==> config.mk <==
export PLATFORM = sky130hd
export DESIGN_NAME = fep_cmd
export DESIGN_NICKNAME = d
export VERILOG_FILES = /design/src/common/fep_pkg.sv /design/src/verilog/fep_cmd.sv
export VERILOG_INCLUDE_DIRS = /design/src /design/src/common
export SDC_FILE = /design/constraint.sdc
export NUM_CORES = 1
export LEC_CHECK = 0
export CORE_AREA = 2 2 147 149
export DETAILED_ROUTE_END_ITERATION = 16
export DIE_AREA = 0 0 149 151
export DONT_BUFFER_PORTS = 1
export GPL_ROUTABILITY_DRIVEN = 0
export PLACE_DENSITY = 0.6
export SLEW_MARGIN = 10
export SYNTH_ARGS = -nofsm -noshare
export SYNTH_HDL_FRONTEND = slang
export SYNTH_SLANG_ARGS = --single-unit
export TNS_END_PERCENT = 10
==> constraint.sdc <==
create_clock -name MCLK_I -period 5.6 [get_ports MCLK_I]
set_input_delay 0.56 -clock MCLK_I [delete_from_list [all_inputs] [get_ports MCLK_I]]
set_output_delay 0.56 -clock MCLK_I [all_outputs]
set_load 0.02 [all_outputs]
==> src/common/fep_cfg.svh <==
`ifndef FEP_CFG_SVH
`define FEP_CFG_SVH

// Register byte addresses on the AXI4-Lite slave.
`define FEP_A_CMD        8'h00
`define FEP_A_ADDR       8'h04
`define FEP_A_WDATA      8'h08
`define FEP_A_STATUS     8'h0C
`define FEP_A_CONFIG     8'h10
`define FEP_A_BANK       8'h14
`define FEP_A_IRQ_STAT   8'h18
`define FEP_A_IRQ_MASK   8'h1C
`define FEP_A_EFF_ADDR   8'h20

// Command opcodes.
`define FEP_OP_WRITE_REGS   8'h01
`define FEP_OP_PROGRAM      8'h02
`define FEP_OP_ERASE_4K     8'h20
`define FEP_OP_ERASE_SECTOR 8'hD8
`define FEP_OP_ERASE_BULK   8'h60
`define FEP_OP_OTP_PROGRAM  8'h42
`define FEP_OP_CLEAR_STATUS 8'h30
`define FEP_OP_LEGACY_LOW_POWER 8'hB9

// Status register fields.
`define FEP_SR_BUSY     0
`define FEP_SR_BP_LO    2
`define FEP_SR_BP_HI    4
`define FEP_SR_E_ERR    5
`define FEP_SR_P_ERR    6

// Configuration register one fields.
`define FEP_CR_FREEZE      0
`define FEP_CR_PARAM_LOC   2
`define FEP_CR_PROT_ORIGIN 5

// Interrupt status and mask fields.
`define FEP_IRQ_DONE    0
`define FEP_IRQ_P_ERR   1
`define FEP_IRQ_E_ERR   2
`define FEP_IRQ_REFUSED 3

// Reset values.
`define FEP_SR_RST      8'h00
`define FEP_CR_RST      8'h00
`define FEP_BANK_RST    8'h00

// Array geometry: 25 address bits, 128 KB of small parameter sectors.
`define FEP_ARRAY_LAST  25'h1FFFFFF
`define FEP_ARRAY_SIZE  26'h2000000
`define FEP_PROT_UNIT   26'h0010000

// Embedded operation time and its cycle count at 8 ns per cycle.
`define FEP_OP_TIME_NS  80
`define FEP_CLK_NS      8
`define FEP_OP_CYCLES   ((`FEP_OP_TIME_NS + `FEP_CLK_NS - 1) / `FEP_CLK_NS)

`endif

==> src/common/fep_pkg.sv <==
package fep_pkg;

  typedef enum logic [1:0] {
    FEP_IDLE = 2'b01,
    FEP_BUSY = 2'b10
  } fep_state_e;

  typedef enum logic [2:0] {
    FEP_K_PAGE  = 3'h0,
    FEP_K_4K    = 3'h1,
    FEP_K_64K   = 3'h2,
    FEP_K_256K  = 3'h3,
    FEP_K_BULK  = 3'h4,
    FEP_K_OTP   = 3'h5
  } fep_kind_e;

  typedef struct packed {
    fep_state_e  st;
    logic        aw_got;
    logic        w_got;
    logic [7:0]  awaddr;
    logic [31:0] wdata;
    logic [3:0]  wstrb;
    logic        bvalid;
    logic [1:0]  bresp;
    logic        rvalid;
    logic [1:0]  rresp;
    logic [31:0] rdata;
    logic [7:0]  opcode;
    logic [23:0] addr;
    logic [15:0] wdat;
    logic [7:0]  sr;
    logic [7:0]  cr;
    logic [7:0]  bank;
    logic [3:0]  irq_st;
    logic [3:0]  irq_mk;
    logic [7:0]  cnt;
    logic [24:0] eff;
    fep_kind_e   kind;
    logic        commit;
    logic        fail_s1;
    logic        fail_s2;
    logic        strap_s1;
    logic        strap_s2;
    logic        uniform;
  } fep_state_s;

endpackage

==> src/verilog/fep_cmd.sv <==
// Local design decisions: the AXI4-Lite interface to the registers and the register addresses.
`timescale 1ns/1ps
`include "fep_cfg.svh"

// Summary of operation
// - Internal failure sets program or erase error.
// - Program or erase on protected area errors.
// - Errored operation never commits to array.
// - Freeze bit blocks block-protection bit changes.
// - Freeze also locks location, origin, OTP.
// - No two-sector 8 KB erase command exists.
// - 4 KB erase only inside parameter sectors.
// - 64 KB erase, may cover sixteen small.
// - Uniform option turns sector erase 256 KB.
// - No deep power-down state exists.
// - Legacy low-power opcode writes bank register.
// - Bank bit 0 extends 24-bit command address.
module fep_cmd (
  input  wire logic        MCLK_I,
  input  wire logic        RST_I,
  input  wire logic        S_AXI_AWVALID_I,
  output logic             S_AXI_AWREADY_O,
  input  wire logic [7:0]  S_AXI_AWADDR_I,
  input  wire logic        S_AXI_WVALID_I,
  output logic             S_AXI_WREADY_O,
  input  wire logic [31:0] S_AXI_WDATA_I,
  input  wire logic [3:0]  S_AXI_WSTRB_I,
  output logic             S_AXI_BVALID_O,
  input  wire logic        S_AXI_BREADY_I,
  output logic [1:0]       S_AXI_BRESP_O,
  input  wire logic        S_AXI_ARVALID_I,
  output logic             S_AXI_ARREADY_O,
  input  wire logic [7:0]  S_AXI_ARADDR_I,
  output logic             S_AXI_RVALID_O,
  input  wire logic        S_AXI_RREADY_I,
  output logic [31:0]      S_AXI_RDATA_O,
  output logic [1:0]       S_AXI_RRESP_O,
  input  wire logic        OP_FAIL_I,
  input  wire logic        UNIFORM_256K_I,
  output logic             IRQ_O,
  output logic             ARR_COMMIT_O,
  output logic [24:0]      ARR_ADDR_O,
  output fep_pkg::fep_kind_e ARR_KIND_O
);
  import fep_pkg::*;

  fep_state_s s_reg;
  fep_state_s s_next;

  function automatic logic [25:0] kind_size(fep_kind_e k);
    unique case (k)
      FEP_K_PAGE:  kind_size = 26'h0000100;
      FEP_K_4K:    kind_size = 26'h0001000;
      FEP_K_64K:   kind_size = 26'h0010000;
      FEP_K_256K:  kind_size = 26'h0040000;
      FEP_K_BULK:  kind_size = `FEP_ARRAY_SIZE;
      FEP_K_OTP:   kind_size = 26'h0000001;
      default:     kind_size = 26'h0000001;
    endcase
  endfunction

  // True when the address lies in the block-protected range.
  function automatic logic prot_hit(logic [24:0] a, logic [2:0] bp,
                                    logic from_bottom);
    logic [25:0] sz;
    logic [24:0] off;
    sz = '0;
    if (bp == 3'h7) begin
      sz = `FEP_ARRAY_SIZE;
    end else if (bp != 3'h0) begin
      sz = `FEP_PROT_UNIT << (bp - 3'h1);
    end
    off = from_bottom ? a : (`FEP_ARRAY_LAST - a);
    prot_hit = ({1'b0, off} < sz);
  endfunction

  function automatic logic [31:0] masked(logic [31:0] old_v,
                                         logic [31:0] new_v,
                                         logic [3:0] strb);
    logic [31:0] m;
    m = {{8{strb[3]}}, {8{strb[2]}}, {8{strb[1]}}, {8{strb[0]}}};
    masked = (old_v & ~m) | (new_v & m);
  endfunction

  function automatic logic mapped(logic [7:0] a);
    mapped = (a[1:0] == 2'h0) && (a <= `FEP_A_EFF_ADDR);
  endfunction

  logic        wr_go;
  logic        rd_go;
  logic        start;
  logic [24:0] eff_c;
  logic [24:0] base_c;
  logic [24:0] last_c;
  logic [25:0] size_c;
  logic        in_param;
  logic        is_erase;
  logic        refuse_c;
  logic        prot_c;
  fep_kind_e   kind_c;
  logic [3:0]  irq_set;
  logic [3:0]  irq_clr;
  logic [31:0] rd_val;
  logic [7:0]  new_cr;
  logic        fail_end;
  logic [31:0] wr_merged;

  always_comb begin
    s_next = s_reg;
    irq_set = '0;
    irq_clr = '0;
    wr_merged = '0;
    s_next.commit = 1'b0;
    s_next.fail_s1 = OP_FAIL_I;
    s_next.fail_s2 = s_reg.fail_s1;
    s_next.strap_s1 = UNIFORM_256K_I;
    s_next.strap_s2 = s_reg.strap_s1;

    // Write address and data are taken in either order.
    if (S_AXI_AWVALID_I && S_AXI_AWREADY_O) begin
      s_next.aw_got = 1'b1;
      s_next.awaddr = S_AXI_AWADDR_I;
    end
    if (S_AXI_WVALID_I && S_AXI_WREADY_O) begin
      s_next.w_got = 1'b1;
      s_next.wdata = S_AXI_WDATA_I;
      s_next.wstrb = S_AXI_WSTRB_I;
    end
    wr_go = s_reg.aw_got && s_reg.w_got && !s_reg.bvalid;
    start = 1'b0;
    if (wr_go) begin
      s_next.aw_got = 1'b0;
      s_next.w_got = 1'b0;
      s_next.bvalid = 1'b1;
      s_next.bresp = mapped(s_reg.awaddr) ? 2'b00 : 2'b10;
      unique case (s_reg.awaddr)
        `FEP_A_CMD: begin
          if (s_reg.wstrb[0]) begin
            if (s_reg.st == FEP_IDLE) begin
              start = 1'b1;
              s_next.opcode = s_reg.wdata[7:0];
            end else begin
              irq_set[`FEP_IRQ_REFUSED] = 1'b1;
            end
          end
        end
        `FEP_A_ADDR: begin
          wr_merged = masked({8'h00, s_reg.addr}, s_reg.wdata,
                             s_reg.wstrb);
          s_next.addr = wr_merged[23:0];
        end
        `FEP_A_WDATA: begin
          wr_merged = masked({16'h0000, s_reg.wdat}, s_reg.wdata,
                             s_reg.wstrb);
          s_next.wdat = wr_merged[15:0];
        end
        `FEP_A_IRQ_STAT: begin
          wr_merged = masked(32'h0, s_reg.wdata, s_reg.wstrb);
          irq_clr = wr_merged[3:0];
        end
        `FEP_A_IRQ_MASK: begin
          wr_merged = masked({28'h0, s_reg.irq_mk}, s_reg.wdata,
                             s_reg.wstrb);
          s_next.irq_mk = wr_merged[3:0];
        end
        default: begin
        end
      endcase
    end
    if (s_reg.bvalid && S_AXI_BREADY_I) begin
      s_next.bvalid = 1'b0;
    end

    unique case (S_AXI_ARADDR_I)
      `FEP_A_CMD:      rd_val = {24'h0, s_reg.opcode};
      `FEP_A_ADDR:     rd_val = {8'h00, s_reg.addr};
      `FEP_A_WDATA:    rd_val = {16'h0000, s_reg.wdat};
      `FEP_A_STATUS:   rd_val = {24'h0, s_reg.sr};
      `FEP_A_CONFIG:   rd_val = {24'h0, s_reg.cr};
      `FEP_A_BANK:     rd_val = {24'h0, s_reg.bank};
      `FEP_A_IRQ_STAT: rd_val = {28'h0, s_reg.irq_st};
      `FEP_A_IRQ_MASK: rd_val = {28'h0, s_reg.irq_mk};
      `FEP_A_EFF_ADDR: rd_val = {7'h00, s_reg.eff};
      default:         rd_val = 32'h0;
    endcase
    rd_go = S_AXI_ARVALID_I && S_AXI_ARREADY_O;
    if (rd_go) begin
      s_next.rvalid = 1'b1;
      s_next.rdata = rd_val;
      s_next.rresp = mapped(S_AXI_ARADDR_I) ? 2'b00 : 2'b10;
    end else if (s_reg.rvalid && S_AXI_RREADY_I) begin
      s_next.rvalid = 1'b0;
    end

    // Command decode on the opcode being written.
    eff_c = {s_reg.bank[0], s_reg.addr};
    in_param = s_reg.cr[`FEP_CR_PARAM_LOC] ? (eff_c[24:17] == 8'hFF)
                                           : (eff_c[24:17] == 8'h00);
    kind_c = FEP_K_PAGE;
    is_erase = 1'b0;
    refuse_c = 1'b0;
    unique case (s_reg.wdata[7:0])
      `FEP_OP_PROGRAM: kind_c = FEP_K_PAGE;
      `FEP_OP_OTP_PROGRAM: kind_c = FEP_K_OTP;
      `FEP_OP_ERASE_4K: begin
        kind_c = FEP_K_4K;
        is_erase = 1'b1;
        refuse_c = s_reg.uniform || !in_param;
      end
      `FEP_OP_ERASE_SECTOR: begin
        kind_c = s_reg.uniform ? FEP_K_256K : FEP_K_64K;
        is_erase = 1'b1;
      end
      `FEP_OP_ERASE_BULK: begin
        kind_c = FEP_K_BULK;
        is_erase = 1'b1;
      end
      default: begin
      end
    endcase
    size_c = kind_size(kind_c);
    base_c = eff_c & ~(size_c[24:0] - 25'h1);
    last_c = base_c | (size_c[24:0] - 25'h1);
    prot_c = prot_hit(base_c, s_reg.sr[`FEP_SR_BP_HI:`FEP_SR_BP_LO],
                      s_reg.cr[`FEP_CR_PROT_ORIGIN])
           || prot_hit(last_c, s_reg.sr[`FEP_SR_BP_HI:`FEP_SR_BP_LO],
                       s_reg.cr[`FEP_CR_PROT_ORIGIN]);
    if (kind_c == FEP_K_OTP) begin
      prot_c = s_reg.cr[`FEP_CR_FREEZE];
    end

    new_cr = s_reg.wdat[15:8];
    if (s_reg.cr[`FEP_CR_FREEZE]) begin
      new_cr[`FEP_CR_PARAM_LOC] = s_reg.cr[`FEP_CR_PARAM_LOC];
      new_cr[`FEP_CR_PROT_ORIGIN] = s_reg.cr[`FEP_CR_PROT_ORIGIN];
      new_cr[`FEP_CR_FREEZE] = 1'b1;
    end

    if (start) begin
      unique case (s_reg.wdata[7:0])
        `FEP_OP_WRITE_REGS: begin
          if (!s_reg.cr[`FEP_CR_FREEZE]) begin
            s_next.sr[`FEP_SR_BP_HI:`FEP_SR_BP_LO] =
              s_reg.wdat[`FEP_SR_BP_HI:`FEP_SR_BP_LO];
          end
          s_next.cr = new_cr;
          irq_set[`FEP_IRQ_DONE] = 1'b1;
        end
        `FEP_OP_CLEAR_STATUS: begin
          s_next.sr[`FEP_SR_E_ERR] = 1'b0;
          s_next.sr[`FEP_SR_P_ERR] = 1'b0;
          irq_set[`FEP_IRQ_DONE] = 1'b1;
        end
        `FEP_OP_LEGACY_LOW_POWER: begin
          s_next.bank = s_reg.wdat[7:0];
          irq_set[`FEP_IRQ_DONE] = 1'b1;
        end
        `FEP_OP_PROGRAM, `FEP_OP_OTP_PROGRAM, `FEP_OP_ERASE_4K,
        `FEP_OP_ERASE_SECTOR, `FEP_OP_ERASE_BULK: begin
          if (refuse_c) begin
            irq_set[`FEP_IRQ_REFUSED] = 1'b1;
          end else if (prot_c) begin
            if (is_erase) begin
              s_next.sr[`FEP_SR_E_ERR] = 1'b1;
              irq_set[`FEP_IRQ_E_ERR] = 1'b1;
            end else begin
              s_next.sr[`FEP_SR_P_ERR] = 1'b1;
              irq_set[`FEP_IRQ_P_ERR] = 1'b1;
            end
            irq_set[`FEP_IRQ_DONE] = 1'b1;
          end else begin
            s_next.st = FEP_BUSY;
            s_next.sr[`FEP_SR_BUSY] = 1'b1;
            s_next.cnt = 8'(`FEP_OP_CYCLES - 1);
            s_next.eff = base_c;
            s_next.kind = kind_c;
          end
        end
        default: begin
          // Unknown opcodes, an 8 KB erase among them, are refused.
          irq_set[`FEP_IRQ_REFUSED] = 1'b1;
        end
      endcase
    end

    fail_end = 1'b0;
    if (s_reg.st == FEP_BUSY) begin
      if (s_reg.cnt != 8'h00) begin
        s_next.cnt = s_reg.cnt - 8'h01;
      end else begin
        s_next.st = FEP_IDLE;
        s_next.sr[`FEP_SR_BUSY] = 1'b0;
        irq_set[`FEP_IRQ_DONE] = 1'b1;
        fail_end = s_reg.fail_s2;
        if (fail_end) begin
          if (s_reg.kind inside {FEP_K_PAGE, FEP_K_OTP}) begin
            s_next.sr[`FEP_SR_P_ERR] = 1'b1;
            irq_set[`FEP_IRQ_P_ERR] = 1'b1;
          end else begin
            s_next.sr[`FEP_SR_E_ERR] = 1'b1;
            irq_set[`FEP_IRQ_E_ERR] = 1'b1;
          end
        end else begin
          s_next.commit = 1'b1;
        end
      end
    end

    // A new event wins over a clear in the same cycle.
    s_next.irq_st = (s_reg.irq_st & ~irq_clr) | irq_set;

    if (RST_I) begin
      s_next = '0;
      s_next.st = FEP_IDLE;
      s_next.kind = FEP_K_PAGE;
      s_next.sr = `FEP_SR_RST;
      s_next.cr = `FEP_CR_RST;
      s_next.bank = `FEP_BANK_RST;
      s_next.strap_s1 = UNIFORM_256K_I;
      s_next.strap_s2 = s_reg.strap_s1;
      s_next.uniform = s_reg.strap_s2;
    end
  end

  always_ff @(posedge MCLK_I) begin
    s_reg <= s_next;
  end

  assign S_AXI_AWREADY_O = !s_reg.aw_got && !s_reg.bvalid;
  assign S_AXI_WREADY_O  = !s_reg.w_got && !s_reg.bvalid;
  assign S_AXI_BVALID_O  = s_reg.bvalid;
  assign S_AXI_BRESP_O   = s_reg.bresp;
  assign S_AXI_ARREADY_O = !s_reg.rvalid;
  assign S_AXI_RVALID_O  = s_reg.rvalid;
  assign S_AXI_RDATA_O   = s_reg.rdata;
  assign S_AXI_RRESP_O   = s_reg.rresp;
  assign IRQ_O           = |(s_reg.irq_st & s_reg.irq_mk);
  assign ARR_COMMIT_O    = s_reg.commit;
  assign ARR_ADDR_O      = s_reg.eff;
  assign ARR_KIND_O      = s_reg.kind;

  logic busy_end;
  assign busy_end = (s_reg.st == FEP_BUSY) && (s_reg.cnt == 8'h00);
endmodule

==> summary.md, run 1 <==
| Metric | Value |
|---|---|
| Crit path buf inv count | `2` |
| DRT Pass-1 Iters | `6` |
| RSZ-0062 raised after global routing | `no` |
| # fillers | `2,049` |
| Hold EP | `s_reg[2]` |
| Synth top area cells | `dfxtp_1 (41%), mux2i_1 (6.6%), nand2_1 (6.3%)` |
| CP endpoint kind | `flop` |
| DR vias | `7,299` |
| CTS Root Cell | `clkbuf_16` |
| Vias in the first global route | `6,603` |
| Synthesized cell area | `9230 sq um` |
| Met1 GRT Util | `0.318` |
| Nets | `1,072` |
| Worst-path clk slew | `0.07 ns` |
| Hold Crit Class | `in -> reg` |
| Top post-synthesis cells by count | `dfxtp_1 (187), nand2_1 (156), nor2_1 (135), a21oi_1 (92), buf_4 (65)` |
| Final setup vio count | `0` |
| Leading area contributor after synthesis | `dfxtp_1` |
| Fmax | `0.214 GHz` |
| Slowest CP cell | `nor3_4` |
| Sequential area share after synthesis | `0.409` |
| Buffers added on ports | `0` |
| Worst-margin pin slew | `1.20 ns` |
| Most frequent cell after synthesis | `dfxtp_1` |
| Hold path start | `UNIFORM_256K_I` |
| Synthesis-to-finish area growth | `2.94%` |
| All-Layer GR Usage | `0.219` |
| Setup WS post-layout | `0.930 ns` |
| Standard-cell rows | `53` |
| Outcome | `completed` |
| Mean area per synthesized cell | `8.47 sq um` |
| Worst Path Required | `5.93 ns` |
| FF-to-FF path depth | `17` |
| Crit-path most repeated cell | `buf_4` |
| Yosys reg bits | `188` |
| Crit Path Category | `reg -> reg` |
| Average wire per standard cell | `19.1 um` |
| Reg2reg start | `s_reg[167]` |
| Area share of the leading cell type in the synthesized netlist | `0.406` |
| Post-route DRC | `0` |
| Crit path cell chain | `nor4_1 -> and2_1 -> a21boi_0 -> o21ai_0 -> nand2_1 -> nor2_1 -> xor2_1 -> ha_1 -> o21a_1 -> o211ai_1 -> a31o_2 -> a21oi_1 -> nor4_2 -> buf_4 -> nor3_4 -> buf_4 -> mux2_1` |
| Fin Clk Skew | `0.0147 ns` |
| Final period utilization | `0.834` |
| Max-slew violations | `0` |
| Grt ovf | `0` |
| Die Height | `151 um` |
| Clk Latency, worst-skew pair | `0.44 ns` |
| Sink Count | `188` |
| Ports | `132` |
| First DRT Iteration DRCs | `650` |
| Final Hold Vio Count | `0` |
| Die width | `149 um` |
| EDFF count, synth | `1` |
| First-pass GRT wire length | `38.1 mm` |
| GRT busiest layer | `met2` |
| Flop2flop setup slack | `0.93 ns` |
| Largest delay share family, worst path | `simple AND/OR/NAND/NOR gates` |
| Ys flop type | `dfxtp_1` |
| Leak | `0.00354 uW` |
| ANT cells | `0` |
| Total Power | `2740 uW` |
| Arrival time at the worst endpoint | `5.00 ns` |
| CTS Hold Bufs | `0` |
| Synth unique cells | `71` |
| Slew headroom | `0.196` |
| Initial Utilization | `0.443` |
| Crit Path Max Fanout | `12` |
| Post-CTS setup buffers | `0` |
| Antenna violations before repair | `0` |
| CTS tree | `done` |
| Yosys warning count | `0` |
| Worst flop-to-flop path endpoint | `ARR_KIND_O[1]` |
| Ys async rst share | `0` |
| Pwr per Cell Area | `288 nW/um^2` |
| Met3 GRT Util | `0.0578` |
| Hold Crit Depth | `0` |
| Largest stage delay on the critical path | `0.52 ns` |
| HPWL Detailed | `17.3 mm` |
| Pre-CTS setup slack | `1.02 ns` |
| Die Area | `22,500 sq um` |
| Clock buffer depth | `2` |
| Syn Inst Count | `1,089` |
| Post-Route WL | `24.5 mm` |
| Min cycle time layout | `4.67 ns` |
| Core area | `20,800 sq um` |
| MaxCap Viol Count | `0` |
| Layout cells sized above 1 | `0.0696` |
| Pin count of the biggest net entering global routing | `174` |
| PostCTS Resize Cnt | `0` |
| Fin Setup TNS | `0 ns` |
| Post-route ant nets | `0` |
| H-tree depth | `4` |
| Startpoint types | `flop` |
| Via/cell ratio | `5.70` |
| Final Util | `0.456` |
| CTS buffer count | `17` |
| Met2 GRT Util | `0.321` |
| Max IR drop VDD | `0.209 mV` |
## cell families after synthesis
kind of cell / count (synthesis) / share of synthesized area
other: 2 / 0.000814
AOI/OAI and AO/OA: 223 / 0.168
adders and majority gates: 18 / 0.0244
xor gates and xnor gates: 18 / 0.0171
and+or+nand+nor: 418 / 0.209
buffers and inverters: 146 / 0.0879
DFF: 188 / 0.409
muxes: 76 / 0.0845
## report_power, final
part           internal, uW  switching, uW  total [uW]
combinational          39.7           82.9         123
clock                   638            577        1210
sequential             1360           38.2        1400
total                  2040            698        2740
## placed cells by master (no fill, tap or decap), types with 9 or more instances in the layout
master | netlist | layout
mux2i_1 | 61 | 61
a222oi_1 | 12 | 12
mux2_1 | 9 | 9
buf_4 | 65 | 10
o311a_1 | 11 | 11
o211ai_1 | 9 | 9
nor3_1 | 24 | 23
a41o_1 | 10 | 10
nor2b_1 | 16 | 16
clkbuf_16 | 0 | 17
dfxtp_1 | 187 | 187
nand3b_1 | 10 | 10
a21oi_1 | 92 | 92
xor2_1 | 18 | 18
ha_1 | 18 | 18
nand2_1 | 156 | 156
nor2_1 | 135 | 135
a22oi_1 | 15 | 15
inv_1 | 10 | 10
nand3_1 | 22 | 22
o21ai_0 | 23 | 23
conb_1 | 2 | 13
a221oi_1 | 10 | 10
## how the worst max path moves through the flow
stage | startpoint | end | slack [ns] | cells after the start
final | s_reg[167] | ARR_KIND_O[1] | 0.93 | 17
after detailed placement | s_reg[167] | ARR_KIND_O[1] | 1.02 | 17
after CTS | s_reg[167] | ARR_KIND_O[1] | 1.00 | 17
after floorplan | s_reg[164] | s_reg[37] | 1.68 | 16
after global routing | s_reg[167] | ARR_KIND_O[1] | 0.66 | 17
after global placement | s_reg[167] | ARR_KIND_O[1] | 1.08 | 17
## final cells by class
| class | instances | area (sq um) | share of cell area |
|---|---|---|---|
| clock buffer | 19 | 443 | 0.0466 |
| inverter | 10 | 37.5 | 0.00395 |
| multi-input combinational | 766 | 4690 | 0.494 |
| timing repair buffer | 10 | 75.1 | 0.00790 |
| sequential | 188 | 3770 | 0.397 |
| clock inverter | 13 | 130 | 0.0137 |
| tap | 275 | 344 | 0.0362 |
## through the flow
stage	cells	area [sq um]	hold WS [ns]
after detailed placement	1249	8920	0.315
after floorplan	1100	9270	0.310
after global routing	1281	9500	0.122
final	1281	9500	0.143
after CTS	1281	9500	0.128
after global placement	1249	8920	0.311
## routing by layer
metal | vias up | wire length (um) | part of all wire
li1 | 3569 | - | -
met5 | - | 0 | 0
met3 | 16 | 1900 | 0.077
met4 | 0 | 248 | 0.010
met1 | 3483 | 11900 | 0.49
met2 | 231 | 10400 | 0.43
No activity file was read; power rests on OpenSTA's default activity.
==> run 2: changes to the inputs <==
--- a/config.mk
+++ b/config.mk
@@ -11,7 +11,7 @@
 export DIE_AREA = 0 0 149 151
 export DONT_BUFFER_PORTS = 1
 export GPL_ROUTABILITY_DRIVEN = 0
-export PLACE_DENSITY = 0.6
+export PLACE_DENSITY = 0.62
 export SLEW_MARGIN = 10
 export SYNTH_ARGS = -nofsm -noshare
 export SYNTH_HDL_FRONTEND = slang
==> constraint.sdc (replaced) <==
create_clock -name MCLK_I -period 4.14 [get_ports MCLK_I]
set_input_delay 0.414 -clock MCLK_I [delete_from_list [all_inputs] [get_ports MCLK_I]]
set_output_delay 0.414 -clock MCLK_I [all_outputs]
set_load 0.02 [all_outputs]
==> run 2 against run 1 <==
Combinational power is 52% higher. Hold slack got worse by 0.082 ns. Maximum frequency increased by 17%. Largest power group unchanged. Via count up 0.85%. Sequential cell count unchanged. Total power up 37%. Global-route usage shrank 0.39 points. Setup slack worse by 0.78 ns. Clock power is 39% higher. Core utilization increased by 0.90 points.
==> summary.md, run 2 (same netlist as run 1, synthesis figures left out) <==
| Metric | Value |
|---|---|
| Leak | `0.00363 uW (+2.6%)` |
| Buffers added on ports | `0 (unchanged)` |
| Crit Path Max Fanout | `7 (-5)` |
| Die width | `149 um (unchanged)` |
| DRT Pass-1 Iters | `6 (unchanged)` |
| Outcome | `completed` |
| Total Power | `3750 uW (+37%)` |
| ANT cells | `0 (unchanged)` |
| Post-Route WL | `24.2 mm (-1.2%)` |
| CTS Root Cell | `clkbuf_16` |
| Fmax | `0.251 GHz (+17%)` |
| Layout cells sized above 1 | `0.0871 (+0.0175)` |
| Crit Path Category | `reg -> reg` |
| Startpoint types | `flop` |
| Worst-margin pin slew | `1.09 ns (-0.112 ns)` |
| Final setup vio count | `0 (unchanged)` |
| Post-route DRC | `0 (unchanged)` |
| Nets | `1,089 (+1.6%)` |
| Met2 wire length | `10.3 mm (-1.6%)` |
| Sink Count | `188 (unchanged)` |
| Final period utilization | `0.964 (+0.130)` |
| Flop2flop setup slack | `0.15 ns (-0.78 ns)` |
| DR vias | `7,361 (+0.85%)` |
| Worst-path clk slew | `0.07 ns (about the same)` |
| H-tree depth | `4 (unchanged)` |
| Min cycle time layout | `3.99 ns (-0.680 ns)` |
| Cells after DPL | `1,263 (+1.1%)` |
| HPWL Detailed | `17.1 mm (-1.2%)` |
| Pin count of the biggest net entering global routing | `174 (unchanged)` |
| Die Height | `151 um (unchanged)` |
| Post-route ant nets | `0 (unchanged)` |
| WL met3 | `1.86 mm (-2.1%)` |
| Highest Signal Layer | `met4` |
| Commonest non-fill, non-tap cell in the layout | `dfxtp_1` |
| Hold Crit Class | `in -> reg` |
| All-Layer GR Usage | `0.215 (-0.00386)` |
| Synthesis-to-finish area growth | `4.98%` |
| First-pass GRT wire length | `37.5 mm (-1.4%)` |
| WHS | `0.0617 ns (-0.0817 ns)` |
| CP endpoint kind | `flop` |
| Ports | `132 (unchanged)` |
| Worst Path Required | `4.47 ns (-1.46 ns)` |
| Pwr per Cell Area | `387 nW/um^2 (+34%)` |
| Grt ovf | `0 (unchanged)` |
| Commonest non-fill, non-tap cells in the layout | `dfxtp_1 (186), nand2_1 (156), nor2_1 (134), a21oi_1 (91), mux2i_1 (61)` |
| Initial Utilization | `0.443 (unchanged)` |
| Arrival time at the worst endpoint | `4.32 ns (-0.68 ns)` |
| Final Hold Vio Count | `0 (unchanged)` |
| First DRT Iteration DRCs | `587 (-9.7%)` |
| Average wire per standard cell | `18.7 um (-2.4%)` |
| Antenna violations before repair | `0 (unchanged)` |
| Die Area | `22,500 sq um (unchanged)` |
| Max IR drop VDD | `0.262 mV (+25%)` |
| Core area | `20,800 sq um (unchanged)` |
| Vias in the first global route | `6,699 (+1.5%)` |
| Slew headroom | `0.271 (+0.0750)` |
| Via/cell ratio | `5.68 (-0.39%)` |
| Setup WS post-layout | `0.150 ns (-0.780 ns)` |
| Max-slew violations | `0 (unchanged)` |
| Post-route non-filler standard cell count | `1,297 (+1.2%)` |
| Pre-CTS setup slack | `0.0626 ns (-0.960 ns)` |
| Clock buffer depth | `2 (unchanged)` |
| CTS tree | `done` |
| M1 wire length | `11.9 mm (-0.49%)` |
| Standard-cell rows | `53 (unchanged)` |
| Fin Clk Skew | `0.0137 ns (-0.00101 ns)` |
| CTS buffer count | `17 (unchanged)` |
| MaxCap Viol Count | `0 (unchanged)` |
| Clk Latency, worst-skew pair | `0.44 ns (about the same)` |
==> run 2: cell types whose count changed in the layout (fill, tap and decap cells not counted), moves of 2 or more <==
cell | previous run | this run
clkinv_4 | 3 | 1
inv_6 | 6 | 2
clkinvlp_4 | 0 | 2
buf_4 | 10 | 24
clkbuf_8 | 1 | 3
==> run 2: path summary, 6_finish.rpt <==
check        startpoint   endpoint  depth (start not counted)
min reg2reg    s_reg[2]   s_reg[1]                          0
min               RST_I  s_reg[38]                          1
max reg2reg  s_reg[171]  s_reg[37]                         13
max          s_reg[171]  s_reg[37]                         13
==> run 2: critical path, stage by stage, from the launching register on <==
cell and delay, ns:
dfxtp_1 0.36, or4b_4 0.54, or4_4 0.57, nand2_1 0.11, nor2_1 0.05, xor2_1 0.15
ha_1 0.31, o21a_1 0.17, o211ai_1 0.17, a31o_2 0.21, a31oi_2 0.15, o311a_1 0.40
or3_4 0.44, o2111a_1 0.26
==> run 2: layout make-up <==
| cell class | instances | area [sq um] |
|---|---|---|
| fillers | 2076 | 11100 |
| clock buffers | 21 | 470 |
| repair buffers | 27 | 215 |
| inverters | 10 | 37.5 |
| well taps | 275 | 344 |
| clock inverters | 10 | 129 |
| multi-input cells | 766 | 4710 |
| flip-flops and latches | 188 | 3770 |
==> run 2: report_power, final <==
part	switching (uW)	internal (uW)
Combinational	124	62.9
Clock	733	947
Sequential	39.2	1840
Total	897	2860
==> run 2: what timing repair did <==
action / 4_1_cts / 5_1_grt
resized for setup: 0 / 7
setup buffers: 0 / 2
endpoints found under the setup margin: 0 / 31
endpoints found under the hold margin: 1 / 0
hold buffers: 1 / 0
==> run 2: layer usage <==
layer | vias up | GRT usage
li1 | 3601 | -
met2 | 238 | 0.318
met4 | 0 | 0.0581
met1 | 3504 | 0.311
met5 | - | 0
met3 | 18 | 0.0524
==> run 2: per-stage QoR <==
step                instance area [sq um]   util  TNS [ns]
floorplan                            9270      -         0
global placement                     9040  0.434         0
detailed placement                   9040  0.434         0
CTS                                  9650  0.464         0
global route                         9690  0.465   -0.0317
finish                               9690  0.465         0
==> run 3: changes to the inputs <==
--- a/config.mk
+++ b/config.mk
@@ -11,6 +11,7 @@
 export DIE_AREA = 0 0 149 151
 export DONT_BUFFER_PORTS = 1
 export GPL_ROUTABILITY_DRIVEN = 0
+export GPL_TIMING_DRIVEN = 0
 export PLACE_DENSITY = 0.62
 export SLEW_MARGIN = 10
 export SYNTH_ARGS = -nofsm -noshare
==> run 3 against run 2 <==
Total power shrank 0.63%. Largest cell class unchanged. Design area grew 6.7%. Register-to-register slack lost 0.09 ns. Critical path type unchanged. Non-clock buffer count up 118. Largest power group unchanged. Sequential share of layout area shrank 2.3 points. Wire length increased by 11%. Global-route usage increased by 2.4 points.
==> summary.md, run 3 (same netlist as run 1, synthesis figures left out) <==
| Metric | Value |
|---|---|
| Clock buffer depth | `2 (unchanged)` |
| Antenna violations before repair | `0 (unchanged)` |
| Fmax | `0.245 GHz (-2.1%)` |
| Pwr per Cell Area | `361 nW/um^2 (-6.8%)` |
| Final Util | `0.496 (+0.0309)` |
| Standard-cell rows | `53 (unchanged)` |
| Worst flop-to-flop path endpoint | `s_reg[41]` |
| Area after DPL | `9610 sq um (+6.3%)` |
| Hold Crit Depth | `1 (unchanged)` |
| Final setup vio count | `0 (unchanged)` |
| Post-Route WL | `26.8 mm (+11%)` |
| Slew headroom | `0.268 (-0.00268)` |
| Hold Crit Class | `in -> reg` |
| Crit Path Category | `reg -> reg` |
| FF-to-FF path depth | `14 (+1)` |
| Startpoint types | `flop` |
| CTS tree | `done` |
| MaxCap Viol Count | `0 (unchanged)` |
| Clk Latency, worst-skew pair | `0.44 ns (about the same)` |
| DR vias | `7,877 (+7.0%)` |
| Grt ovf | `0 (unchanged)` |
| Flop2flop setup slack | `0.06 ns (-0.09 ns)` |
| All-Layer GR Usage | `0.239 (+0.0243)` |
| Met2 GRT Util | `0.362 (+0.0433)` |
| Crit Path Max Fanout | `7 (unchanged)` |
| CTS buffer count | `17 (unchanged)` |
| Hold EP | `S_AXI_RVALID_O` |
| Pre-CTS setup slack | `-0.374 ns (-0.436 ns)` |
| Final instance area | `10,300 sq um (+6.7%)` |
| Synthesis-to-finish area growth | `12.0%` |
| Ports | `132 (unchanged)` |
| Total Power | `3730 uW (-0.63%)` |
| Setup WS post-layout | `0.0648 ns (-0.0853 ns)` |
| Met3 GRT Util | `0.0545 (+0.00211)` |
| HPWL Detailed | `20.1 mm (+17%)` |
| First DRT Iteration DRCs | `634 (+8.0%)` |
| CP endpoint kind | `flop` |
| Sink Count | `188 (unchanged)` |
| Commonest non-fill, non-tap cell in the layout | `dfxtp_1` |
| Nets | `1,207 (+11%)` |
| Initial Utilization | `0.443 (unchanged)` |
| Min cycle time layout | `4.08 ns (+0.0853 ns)` |
| Worst Path Required | `4.49 ns (+0.02 ns)` |
| Worst-path clk slew | `0.07 ns (about the same)` |
| RSZ-0062 raised after global routing | `yes` |
| Reg2reg start | `s_reg[171]` |
| Die Area | `22,500 sq um (unchanged)` |
| Post-route non-filler standard cell count | `1,417 (+9.3%)` |
| Die width | `149 um (unchanged)` |
| Max-slew violations | `0 (unchanged)` |
| Hold path start | `S_AXI_RREADY_I` |
| Via/cell ratio | `5.56 (-2.1%)` |
| Final Hold Vio Count | `0 (unchanged)` |
| Pin count of the biggest net entering global routing | `17 (-90%)` |
| Die Height | `151 um (unchanged)` |
| Final period utilization | `0.984 (+0.0206)` |
| Average wire per standard cell | `18.9 um (+1.4%)` |
| Met1 GRT Util | `0.341 (+0.0309)` |
| GRT busiest layer | `met2` |
| Worst-margin pin slew | `1.09 ns (+0.00223 ns)` |
| Post-route DRC | `0 (unchanged)` |
| Post-route ant nets | `0 (unchanged)` |
| First-pass GRT wire length | `41.0 mm (+9.2%)` |
| CTS Root Cell | `clkbuf_16` |
| Cells after DPL | `1,375 (+8.9%)` |
| H-tree depth | `4 (unchanged)` |
| Arrival time at the worst endpoint | `4.43 ns (+0.11 ns)` |
| Commonest non-fill, non-tap cells in the layout | `dfxtp_1 (181), nand2_1 (155), nor2_1 (132), a21oi_1 (91), buf_4 (77)` |
| Vias in the first global route | `7,174 (+7.1%)` |
| DRT Pass-1 Iters | `5 (-1)` |
| Layout cells sized above 1 | `0.134 (+0.0470)` |
| Buffers added on ports | `0 (unchanged)` |
| Outcome | `completed` |
| Max IR drop VDD | `0.295 mV (+13%)` |
| Leak | `0.00399 uW (+10%)` |
| Fin Clk Skew | `0.0135 ns (-0.000120 ns)` |
| Core area | `20,800 sq um (unchanged)` |
[run 3: changes by cell type in the layout (fill, tap and decap cells not counted), moves of 4 or more]
| cell | delta |
|---|---|
| buf_1 | +5 |
| buf_4 | +53 |
| dfxtp_2 | +4 |
| clkbuf_1 | +57 |
| dfxtp_1 | -5 |
[run 3: worst max path at each step]
stage,start,endpoint,slack (ns),cells after the start
2_1_floorplan,s_reg[164],s_reg[37],0.22,16
3_3_place_gp,s_reg[168],ARR_ADDR_O[9],-0.30,16
3_5_place_dp,s_reg[168],ARR_ADDR_O[10],-0.37,16
4_1_cts,s_reg[164],s_reg[37],-0.01,16
5_1_grt,s_reg[169],s_reg[41],-0.12,15
6_report,s_reg[171],s_reg[41],0.06,14
[run 3: what timing repair did]
action,4_1_cts,5_1_grt
endpoints found under the setup margin,41,44
resized for setup,13,25
pin swaps,2,11
hold buffers,1,0
setup buffers,2,10
hold endpoints to repair,1,0
[run 3: final cells by class]
cell class	instances	area, sq um
clock inverter	11	115
sequential	188	3780
antenna	1	2.50
multi-input combinational	766	4740
clock buffer	21	440
fill	2062	10500
timing repair buffer	13	97.6
tap	275	344
buffer	132	773
inverter	10	37.5
[run 3: layer usage]
layer,vias up,wire (um)
met5,-,0
met4,0,406
met3,32,2350
met2,310,11500
met1,3691,12600
li1,3844,-
[run 3: where the power goes]
part / total [uW] / switching (uW) / internal, uW
logic: 271 / 187 / 84.2
clock network: 1580 / 736 / 840
registers: 1880 / 35.6 / 1850
total: 3730 / 959 / 2770
[run 3: per-stage QoR]
step / TNS (ns) / hold WS, ns
global route: -0.397 / 0.0748
global placement: -9.07 / 0.311
detailed placement: -10.69 / 0.312
floorplan: 0 / 0.310
CTS: -0.0276 / 0.0698
finish: 0 / 0.0771
[run 3: critical path: stages, from the launching register on]
cell,delay (ns)
dfxtp_2,0.40
or4b_4,0.53
or4_4,0.56
nand2_2,0.10
nor2_2,0.04
xor2_1,0.16
ha_1,0.32
o21a_1,0.18
o211ai_1,0.19
a31o_2,0.23
a31oi_4,0.12
o311a_1,0.41
or3_1,0.33
buf_6,0.15
a311oi_2,0.25
